--- config.mk ---
export PLATFORM = sky130hd
export DESIGN_NAME = sbx_serial_bit_op_executor
export DESIGN_NICKNAME = d
export VERILOG_FILES = /design/src/inc/sbx_pkg.sv /design/src/hw/sbx_serial_bit_op_executor.sv
export SDC_FILE = /design/constraint.sdc
export NUM_CORES = 1
export LEC_CHECK = 0
export BUFFER_PORTS_ARGS = -buffer_cell sky130_fd_sc_hd__buf_2
export CAP_MARGIN = 20
export CORE_MARGIN = 5
export CORE_UTILIZATION = 45
export DETAILED_ROUTE_END_ITERATION = 8
export PLACE_DENSITY = 0.75
export RECOVER_POWER = 100
export SYNTH_ARGS = -nofsm -noshare
export SYNTH_HDL_FRONTEND = slang
export SYNTH_SLANG_ARGS = --single-unit
--- constraint.sdc ---
create_clock -name clk -period 5.1 [get_ports clk]
set_input_delay 1.275 -clock clk [delete_from_list [all_inputs] [get_ports clk]]
set_output_delay 1.275 -clock clk [all_outputs]
set_load 0.005 [all_outputs]
--- src/inc/sbx_pkg.sv ---
// Shared constants and types for the serial bit operation executor
package sbx_pkg;

    // Register word index on the Avalon slave (byte address is four times this)
    localparam logic [2:0] REG_INSTR = 3'h0;
    localparam logic [2:0] REG_ACC = 3'h1;
    localparam logic [2:0] REG_POS = 3'h2;
    localparam logic [2:0] REG_STATUS = 3'h3;

    // Status register field positions
    localparam int ST_BUSY_BIT = 0;
    localparam int ST_OVF_BIT = 1;
    localparam int ST_BAD_BIT = 2;

    // Reset values
    localparam logic [23:0] ACC_RST = 24'h00_0000;
    localparam logic [23:0] INSTR_RST = 24'h00_0000;
    localparam logic [4:0] POS_RST = 5'h00;

    // Instruction decode
    localparam logic [5:0] OPC_BIT_GROUP = 6'h05;
    localparam logic [9:0] MC_ADD_ONE = 10'h070;
    localparam logic [9:0] MC_TOGGLE = 10'h270;
    // Count codes keep the shift-inhibit bit (lowest micro bit) clear
    localparam logic [9:0] MC_CNT_ONES = 10'h042;
    localparam logic [9:0] MC_CNT_ZEROS = 10'h382;
    localparam logic [4:0] SEL_ALL_ONES = 5'h1f;

    // Timing counts: position counter value that puts the selected bit at the
    // low end (octal 37), six sequence clocks, and 24 shifts (octal 30)
    localparam logic [4:0] POS_AT_LOW = 5'h1f;
    localparam logic [2:0] SEQ_LAST = 3'h5;
    localparam logic [4:0] SHIFT_LAST = 5'h17;
    localparam logic [4:0] DELAY_RST = 5'h00;
    localparam logic [2:0] SEQ_RST = 3'h0;

    typedef enum logic [1:0] {
        SBX_IDLE,
        SBX_SEQ,
        SBX_SHIFT
    } sbx_state_t;

    typedef enum logic [2:0] {
        SBX_OP_NONE,
        SBX_OP_ADD_ONE,
        SBX_OP_TOGGLE,
        SBX_OP_CNT_ONES,
        SBX_OP_CNT_ZEROS
    } sbx_op_t;

    // Instruction word fields, most significant first
    typedef struct packed {
        logic [5:0] opcode;
        logic [2:0] index;
        logic [9:0] micro;
        logic [4:0] sel;
    } sbx_instr_t;

endpackage : sbx_pkg

--- src/hw/sbx_serial_bit_op_executor.sv ---
// Serial bit operation executor: accumulator, serial adder, counters, Avalon slave
// Functional notes
// (RULE1) Add-one adds two to the select power
// (RULE2) Add-one drops top carry, overflow untouched
// (RULE3) Execute start loads inverted select into counter
// (RULE4) Add-one and toggle rotate, counter advances each shift
// (RULE5) Counter at 37 octal gates a one in
// (RULE6) Add-one carry ripples into higher bits
// (RULE7) Rotation stops after exactly 24 shifts
// (RULE8) Toggle inverts only the selected bit
// (RULE9) Toggle select above 23 leaves accumulator unchanged
// (RULE10) Toggle holds carry flip-flop cleared
// (RULE11) Count operations start with counter cleared
// (RULE12) Ones count: second input off, carry clear
// (RULE13) Ones count advances per one, stops at zero
// (RULE14) All ones gives count of 24
// (RULE15) Software saves count before next group operation
// (RULE16) Zeros count: inverted bit, carry set, unchanged
// (RULE17) Zeros count advances per zero, stops at one
// (RULE18) All zeros gives count of 24
// (RULE19) Six sequence clocks, then delay counts to 30 octal
// (RULE20) Opcode 05 selects group; no memory request
// (RULE21) Count enable set at each execute start
//
// Our own choices: the placing of the registers and the Avalon-MM register port.
`timescale 1ns/100ps

module sbx_serial_bit_op_executor (
    input wire logic clk,
    input wire logic rst_b,
    input wire logic [2:0] avs_address,
    input wire logic avs_read,
    input wire logic avs_write,
    input wire logic [31:0] avs_writedata,
    input wire logic [3:0] avs_byteenable,
    output logic [31:0] avs_readdata,
    output logic avs_waitrequest,
    output logic busy
);

    sbx_pkg::sbx_state_t state;
    sbx_pkg::sbx_state_t next_state;
    sbx_pkg::sbx_op_t op;
    sbx_pkg::sbx_op_t next_op;
    sbx_pkg::sbx_instr_t instr;
    sbx_pkg::sbx_instr_t next_instr;
    logic [23:0] acc;
    logic [4:0] pos;
    logic [4:0] delay;
    logic [2:0] seq;
    logic carry_flag;
    logic count_enable_flag;
    logic overflow_flag;
    logic badCmd;

    // Bus handshake: one wait cycle per access, the access completes when low
    logic accessReq;
    logic rdNow;
    logic wrNow;
    logic [31:0] byteMask;
    assign accessReq = avs_read | avs_write;
    assign rdNow = avs_read & ~avs_waitrequest;
    assign wrNow = avs_write & ~avs_waitrequest;
    assign byteMask = {{8{avs_byteenable[3]}}, {8{avs_byteenable[2]}},
                       {8{avs_byteenable[1]}}, {8{avs_byteenable[0]}}};

    // Register write decode; writes to instruction or accumulator are dropped
    // while busy so software cannot corrupt a rotation in flight
    logic idle;
    logic wrInstr;
    logic wrAcc;
    logic wrStatus;
    logic [31:0] instrMerged;
    logic [31:0] accMerged;
    assign idle = (state == sbx_pkg::SBX_IDLE);
    assign wrInstr = wrNow & idle & (avs_address == sbx_pkg::REG_INSTR);
    assign wrAcc = wrNow & idle & (avs_address == sbx_pkg::REG_ACC);
    assign wrStatus = wrNow & (avs_address == sbx_pkg::REG_STATUS);
    assign instrMerged = ({8'h00, instr} & ~byteMask) | (avs_writedata & byteMask);
    assign accMerged = ({8'h00, acc} & ~byteMask) | (avs_writedata & byteMask);
    assign next_instr = sbx_pkg::sbx_instr_t'(instrMerged[23:0]);

    // Operation decode of the freshly written word; only group 05 runs, and it
    // never asks for memory because the block has no memory port at all
    logic isGroup;
    logic selOnes;
    assign isGroup = (next_instr.opcode == sbx_pkg::OPC_BIT_GROUP); // RULE20
    assign selOnes = (next_instr.sel == sbx_pkg::SEL_ALL_ONES);
    assign next_op = !isGroup ? sbx_pkg::SBX_OP_NONE :
        (next_instr.micro == sbx_pkg::MC_ADD_ONE) ? sbx_pkg::SBX_OP_ADD_ONE :
        (next_instr.micro == sbx_pkg::MC_TOGGLE) ? sbx_pkg::SBX_OP_TOGGLE :
        (next_instr.micro == sbx_pkg::MC_CNT_ONES && selOnes) ? sbx_pkg::SBX_OP_CNT_ONES :
        (next_instr.micro == sbx_pkg::MC_CNT_ZEROS && selOnes) ? sbx_pkg::SBX_OP_CNT_ZEROS :
        sbx_pkg::SBX_OP_NONE;

    logic start;
    logic rejected;
    assign start = wrInstr & (next_op != sbx_pkg::SBX_OP_NONE);
    assign rejected = wrInstr & (next_op == sbx_pkg::SBX_OP_NONE);

    // Operation classes
    logic opAdd;
    logic opTog;
    logic opOnes;
    logic opZeros;
    assign opAdd = (op == sbx_pkg::SBX_OP_ADD_ONE);
    assign opTog = (op == sbx_pkg::SBX_OP_TOGGLE);
    assign opOnes = (op == sbx_pkg::SBX_OP_CNT_ONES);
    assign opZeros = (op == sbx_pkg::SBX_OP_CNT_ZEROS);

    // Serial adder around the low accumulator bit
    logic shifting;
    logic lowBit;
    logic posAtLow;
    logic firstIn;
    logic adder_second_input_gate_low;
    logic adder_second_input_gate_high;
    logic secondIn;
    logic sumBit;
    logic carryOut;
    assign shifting = (state == sbx_pkg::SBX_SHIFT);
    assign lowBit = acc[0];
    assign posAtLow = (pos == sbx_pkg::POS_AT_LOW);
    // Zeros count feeds the inverted bit; the held carry restores it
    assign firstIn = opZeros ? ~lowBit : lowBit; // RULE16
    // At the selected bit the low gate opens if it is one, the high gate if it is zero; counts keep both shut
    assign adder_second_input_gate_low = posAtLow & (opAdd | opTog) & lowBit; // RULE5 RULE12
    assign adder_second_input_gate_high = posAtLow & (opAdd | opTog) & ~lowBit; // RULE5 RULE12
    assign secondIn = adder_second_input_gate_low | adder_second_input_gate_high;
    assign sumBit = firstIn ^ secondIn ^ carry_flag; // RULE1 RULE8
    assign carryOut = (firstIn & secondIn) | (firstIn & carry_flag) | (secondIn & carry_flag);

    // Carry for the next shift: add-one ripples, toggle and ones count hold it
    // clear, zeros count holds it set
    logic next_carry;
    assign next_carry = opAdd ? carryOut : opZeros; // RULE6 RULE10 RULE12 RULE16

    // Position counter advance and count-enable clear terms
    logic posAdvance;
    logic enableClear;
    assign posAdvance = (opAdd | opTog) |
                        (opOnes & count_enable_flag & lowBit) |
                        (opZeros & count_enable_flag & ~lowBit); // RULE4 RULE13 RULE17
    assign enableClear = (opOnes & ~lowBit) | (opZeros & lowBit); // RULE13 RULE17

    // Sequencer: six sequence clocks, then one shift per clock until 24 done
    always_comb begin
        next_state = state;
        case (state)
            sbx_pkg::SBX_IDLE: begin
                if (start) begin
                    next_state = sbx_pkg::SBX_SEQ;
                end
            end
            sbx_pkg::SBX_SEQ: begin
                if (seq == sbx_pkg::SEQ_LAST) begin
                    next_state = sbx_pkg::SBX_SHIFT; // RULE19
                end
            end
            sbx_pkg::SBX_SHIFT: begin
                if (delay == sbx_pkg::SHIFT_LAST) begin
                    next_state = sbx_pkg::SBX_IDLE; // RULE7 RULE19
                end
            end
            default: begin
                next_state = sbx_pkg::SBX_IDLE;
            end
        endcase
    end

    // State and operation latch
    always_ff @(posedge clk or negedge rst_b) begin
        if (!rst_b) begin
            state <= sbx_pkg::SBX_IDLE;
            op <= sbx_pkg::SBX_OP_NONE;
        end else begin
            state <= next_state;
            if (start) begin
                op <= next_op;
            end
        end
    end

    // Sequence time counter and delay time counter
    always_ff @(posedge clk or negedge rst_b) begin
        if (!rst_b) begin
            seq <= sbx_pkg::SEQ_RST;
            delay <= sbx_pkg::DELAY_RST;
        end else if (start) begin
            seq <= sbx_pkg::SEQ_RST;
            delay <= sbx_pkg::DELAY_RST;
        end else begin
            seq <= (state == sbx_pkg::SBX_SEQ) ? seq + 3'h1 : seq; // RULE19
            delay <= shifting ? delay + 5'h01 : delay; // RULE19
        end
    end

    // Accumulator: rotates right through the adder, sum enters the top bit.
    // The carry left after the last shift is simply dropped, and an out of
    // range select never meets the low end, so the word comes back intact.
    always_ff @(posedge clk or negedge rst_b) begin
        if (!rst_b) begin
            acc <= sbx_pkg::ACC_RST;
        end else if (shifting) begin
            acc <= {sumBit, acc[23:1]}; // RULE2 RULE4 RULE7 RULE9
        end else if (wrAcc) begin
            acc <= accMerged[23:0];
        end
    end

    // Position counter, carry and count-enable flip-flops
    always_ff @(posedge clk or negedge rst_b) begin
        if (!rst_b) begin
            pos <= sbx_pkg::POS_RST;
            carry_flag <= 1'b0;
            count_enable_flag <= 1'b0;
        end else if (start) begin
            pos <= ~next_instr.sel; // RULE3 RULE11
            carry_flag <= (next_op == sbx_pkg::SBX_OP_CNT_ZEROS); // RULE16
            count_enable_flag <= 1'b1; // RULE21
        end else if (shifting) begin
            pos <= posAdvance ? pos + 5'h01 : pos; // RULE4 RULE14 RULE18
            carry_flag <= next_carry;
            count_enable_flag <= count_enable_flag & ~enableClear; // RULE13 RULE17
        end
    end

    // Instruction register, overflow flag and rejected-command flag.
    // Overflow is software-owned; execution never touches it.
    always_ff @(posedge clk or negedge rst_b) begin
        if (!rst_b) begin
            instr <= sbx_pkg::sbx_instr_t'(sbx_pkg::INSTR_RST);
            overflow_flag <= 1'b0;
            badCmd <= 1'b0;
        end else begin
            if (wrInstr) begin
                instr <= next_instr;
            end
            if (wrStatus && avs_byteenable[0]) begin
                overflow_flag <= avs_writedata[sbx_pkg::ST_OVF_BIT]; // RULE2
            end
            // A new rejection wins over a clear in the same cycle
            if (rejected) begin
                badCmd <= 1'b1;
            end else if (wrStatus && avs_byteenable[0] && avs_writedata[sbx_pkg::ST_BAD_BIT]) begin
                badCmd <= 1'b0;
            end
        end
    end

    // Read data selection; unmapped words read as zero
    logic [31:0] statusWord;
    logic [31:0] readMux;
    assign statusWord = {29'h0000_0000, badCmd, overflow_flag, ~idle};
    assign readMux = (avs_address == sbx_pkg::REG_INSTR) ? {8'h00, instr} :
                     (avs_address == sbx_pkg::REG_ACC) ? {8'h00, acc} :
                     (avs_address == sbx_pkg::REG_POS) ? {27'h000_0000, pos} :
                     (avs_address == sbx_pkg::REG_STATUS) ? statusWord :
                     32'h0000_0000;

    // Bus response: waitrequest drops for exactly one cycle per access, with
    // read data captured on the same edge so both come straight from flops
    always_ff @(posedge clk or negedge rst_b) begin
        if (!rst_b) begin
            avs_waitrequest <= 1'b1;
            avs_readdata <= 32'h0000_0000;
        end else begin
            avs_waitrequest <= ~(accessReq & avs_waitrequest);
            if (avs_read && avs_waitrequest) begin
                avs_readdata <= readMux;
            end
        end
    end

    // Busy output mirrors the execute state one cycle late-free via next_state
    always_ff @(posedge clk or negedge rst_b) begin
        if (!rst_b) begin
            busy <= 1'b0;
        end else begin
            busy <= (next_state != sbx_pkg::SBX_IDLE);
        end
    end

endmodule : sbx_serial_bit_op_executor

==> results.md <==
* Worst R2R End: instr[21]
* Mapped Area at 4862 µm²
* Die width at 113.9 µm
* Antenna-violating nets left at 0
* Final Setup Violations at 0
* Final worst setup slack at 1.167 ns
* Gr ovfl total at 0
* Synth async-reset ratio at 1.000
* Worst-path fanout max at 22
* Largest net degree at the start of global routing at 69
* Area delta synth->final at 10.71%
* Postcts setup bufs at 0
* Antenna violations before repair at 0
* Placed Instance Area at 5229 µm²
* Critical path type: in -> reg
* Pre-CTS setup slack at 1.772 ns
* Final HPWL DP at 7632 µm
* Data required, critical path at 5.35 ns
* Antenna Cells at 0
* Hold Vio Cnt, Final at 0
* Pre-antenna DRT Iters at 4
* Die Y at 113.9 µm
* Sequential-to-total area share from yosys stat at 0.4943
* Sequential cell area at 2404 µm²
* NumNets Final at 562
* Crit path arrival time at 4.18 ns
* CP Launch Type: input pin
* Worst hold path type: reg -> reg
* Power Dens Cells at 286.4 nW/µm²
* Vias in the first global route at 3655
* Depth of the CTS H-tree at 3
* Critical path endpoint: pos[1]
* Total Routing Usage GR at 0.1720
* CP Capture Type: flip-flop
* Core footprint at 10700 µm²
* Max-Cap Viols at 2
* Reg2Reg Depth at 4
* # IOs at 77
* Max-slew violations at 77
* Multi-input logic area at 2281 µm²
* Reg2reg setup slack at 2.45 ns
* Worst VDD drop at 0.1485 mV
* Failing checks: capacitance limit, slew limit
* Clock tree buffer depth at 2
* First-pass GRT wire length at 18020 µm
* Clock root cell: clkbuf_8
* Synth Flop Type: dfrtp_1
* Syn avg cell area at 10.55 µm²
* Routed via count at 3599
* Layout Skew at 0.01301 ns
* Final instance area at 5383 µm²
* Period minus WS final at 3.933 ns
* Die area at 12980 µm²
* Outcome: finished with violations
* Post-CTS Resized at 0
* Row count at 38
* Fill cells at 989
* TritonCTS clock tree: yes
* EDFF count, synth at 0
* RR Startpoint: avs_waitrequest
* Clock sinks at 96
* # DRC at 0
* Number of distinct library cells after synthesis at 53
* Achievable Freq at 254.3 MHz
* Via/cell ratio at 5.470
* Initial core utilization at 0.4545
* RSZ-0062 raised after global routing: false
* Gate Count Post-Synth at 461
* Crit share post-route at 0.7711
* Synthesis Warnings at 0
* Slew margin rel. at -0.1150
* Clk Latency, worst-skew pair at 0.37 ns
* Routed WL per cell at 16.22 µm
* Share of cells above drive strength 1 at 0.1892
* Worst setup path startpoint: avs_address[1]
* Least-Margin Pin Slew at 1.673 ns
* #FFs+latches synth at 96
* Drt total wl at 10670 µm
* P_leak at 2.475 nW
* GPL Wtd Cong at 0.8610
* IO Port Bufs at 59
* Clk slew on worst S/H paths at 0.09 ns
* Final setup TNS at 0 ns
* DRT iter0 DRCs at 211
* Hold_buf cts at 0
* Total CTS buffers at 9
## stage by stage
step	utilization	total power, mW	cells	hold WS (ns)
finish	0.5032	1.541	658	0.4848
global route	0.5032	1.619	658	0.4946
CTS	0.5071	1.566	658	0.4849
detailed placement	0.4888	1.068	642	0.4657
global placement	0.4888	1.059	642	0.4567
floorplan	-	0.9810	468	0.4437
## per-layer routing
| metal | part of all wire | global-route usage | vias up |
|---|---|---|---|
| li1 | - | - | 1725 |
| met5 | 0 | 0 | - |
| met4 | 0.013 | 0.05305 | 0 |
| met2 | 0.45 | 0.2623 | 104 |
| met3 | 0.059 | 0.03873 | 14 |
| met1 | 0.47 | 0.2453 | 1756 |
## worst min path at each step
stage / cells after the start / start / endpoint
2_1_floorplan: 1 / badCmd / badCmd
3_3_place_gp: 1 / badCmd / badCmd
3_5_place_dp: 2 / avs_readdata[20] / avs_readdata[20]
4_1_cts: 2 / avs_readdata[20] / avs_readdata[20]
5_1_grt: 2 / avs_readdata[20] / avs_readdata[20]
6_report: 2 / avs_readdata[16] / avs_readdata[16]
## where the power goes
| part | total (mW) | internal, mW | switching (mW) |
|---|---|---|---|
| combinational | 0.180 | 0.0816 | 0.0981 |
| clock | 0.496 | 0.229 | 0.267 |
| sequential | 0.865 | 0.821 | 0.0442 |
| total | 1.54 | 1.13 | 0.409 |
## cells in the mapped netlist (2+ instances only)
cell / count / area [µm²]
xnor2_1: 4 / 35.03
or3b_1: 2 / 17.52
o21ai_1: 4 / 20.02
o21ai_0: 53 / 265.3
nor2b_1: 6 / 37.54
nand3b_1: 5 / 37.54
nor3b_1: 4 / 30.03
mux2_4: 2 / 30.03
and2_1: 2 / 12.51
and3b_1: 3 / 26.28
buf_4: 10 / 75.07
clkbuf_1: 17 / 63.81
nor4b_1: 2 / 17.52
nand3_1: 4 / 20.02
ha_1: 5 / 62.56
inv_1: 6 / 22.52
dfrtp_1: 95 / 2377
nand4b_1: 3 / 26.28
a22oi_1: 21 / 157.7
o211ai_1: 2 / 15.01
a22o_1: 3 / 26.28
a21o_1: 3 / 22.52
o22ai_1: 3 / 18.77
a211oi_1: 2 / 15.01
mux2_2: 28 / 315.3
nor3_1: 4 / 20.02
nor2_1: 18 / 67.56
nand2_1: 71 / 266.5
nand2b_1: 4 / 25.02
xor2_1: 6 / 52.55
nand4_1: 4 / 25.02
mux2i_1: 38 / 380.4
and3_1: 2 / 12.51
a21oi_1: 6 / 30.03
## critical path, cell delays in order
cell and delay, ns:
clkbuf_1 0.25, nor3_1 0.27, clkbuf_1 0.83, nand4b_1 0.60, a21oi_4 0.39, nand2_1 0.22, mux2_4 0.34
## final cells by class
type / count / area share
multi-input cells: 336 / 0.4238
clock buffers: 10 / 0.02371
flip-flops and latches: 96 / 0.4465
clock inverters: 6 / 0.01278
well taps: 140 / 0.03254
repair buffers: 64 / 0.05649
inverters: 6 / 0.004184
## cells in the final DEF (no fill, tap or decap), types with 4 or more instances in the layout
| cell | synthesis | routed |
|---|---|---|
| clkbuf_8 | 0 | 9 |
| buf_2 | 0 | 45 |
| dfrtp_1 | 95 | 95 |
| nor2b_1 | 6 | 5 |
| ha_1 | 5 | 5 |
| conb_1 | 1 | 8 |
| xnor2_1 | 4 | 4 |
| o21ai_0 | 53 | 56 |
| a22oi_1 | 21 | 21 |
| nand2_1 | 71 | 71 |
| a21oi_1 | 6 | 6 |
| nor2_1 | 18 | 18 |
| nand2b_1 | 4 | 4 |
| nand4_1 | 4 | 4 |
| xor2_1 | 6 | 6 |
| inv_1 | 6 | 6 |
| nor3b_1 | 4 | 4 |
| nor3_1 | 4 | 5 |
| nand3b_1 | 5 | 5 |
| clkbuf_1 | 17 | 18 |
| mux2_2 | 28 | 28 |
| nand3_1 | 4 | 4 |
| mux2i_1 | 38 | 38 |
## cell families (layout without fill, tap and decap cells)
group,after synthesis,count (layout),synth area share
AOI/OAI and AO/OA,103,103,0.1307
xor gates and xnor gates,10,10,0.01801
adders and majority gates,6,6,0.01698
buffers and inverters,36,86,0.04117
DFF,96,96,0.4943
muxes,69,69,0.1539
other,1,8,0.0007713
and+or+nand+nor,140,140,0.1441
Power figures use the tool's default switching activity.
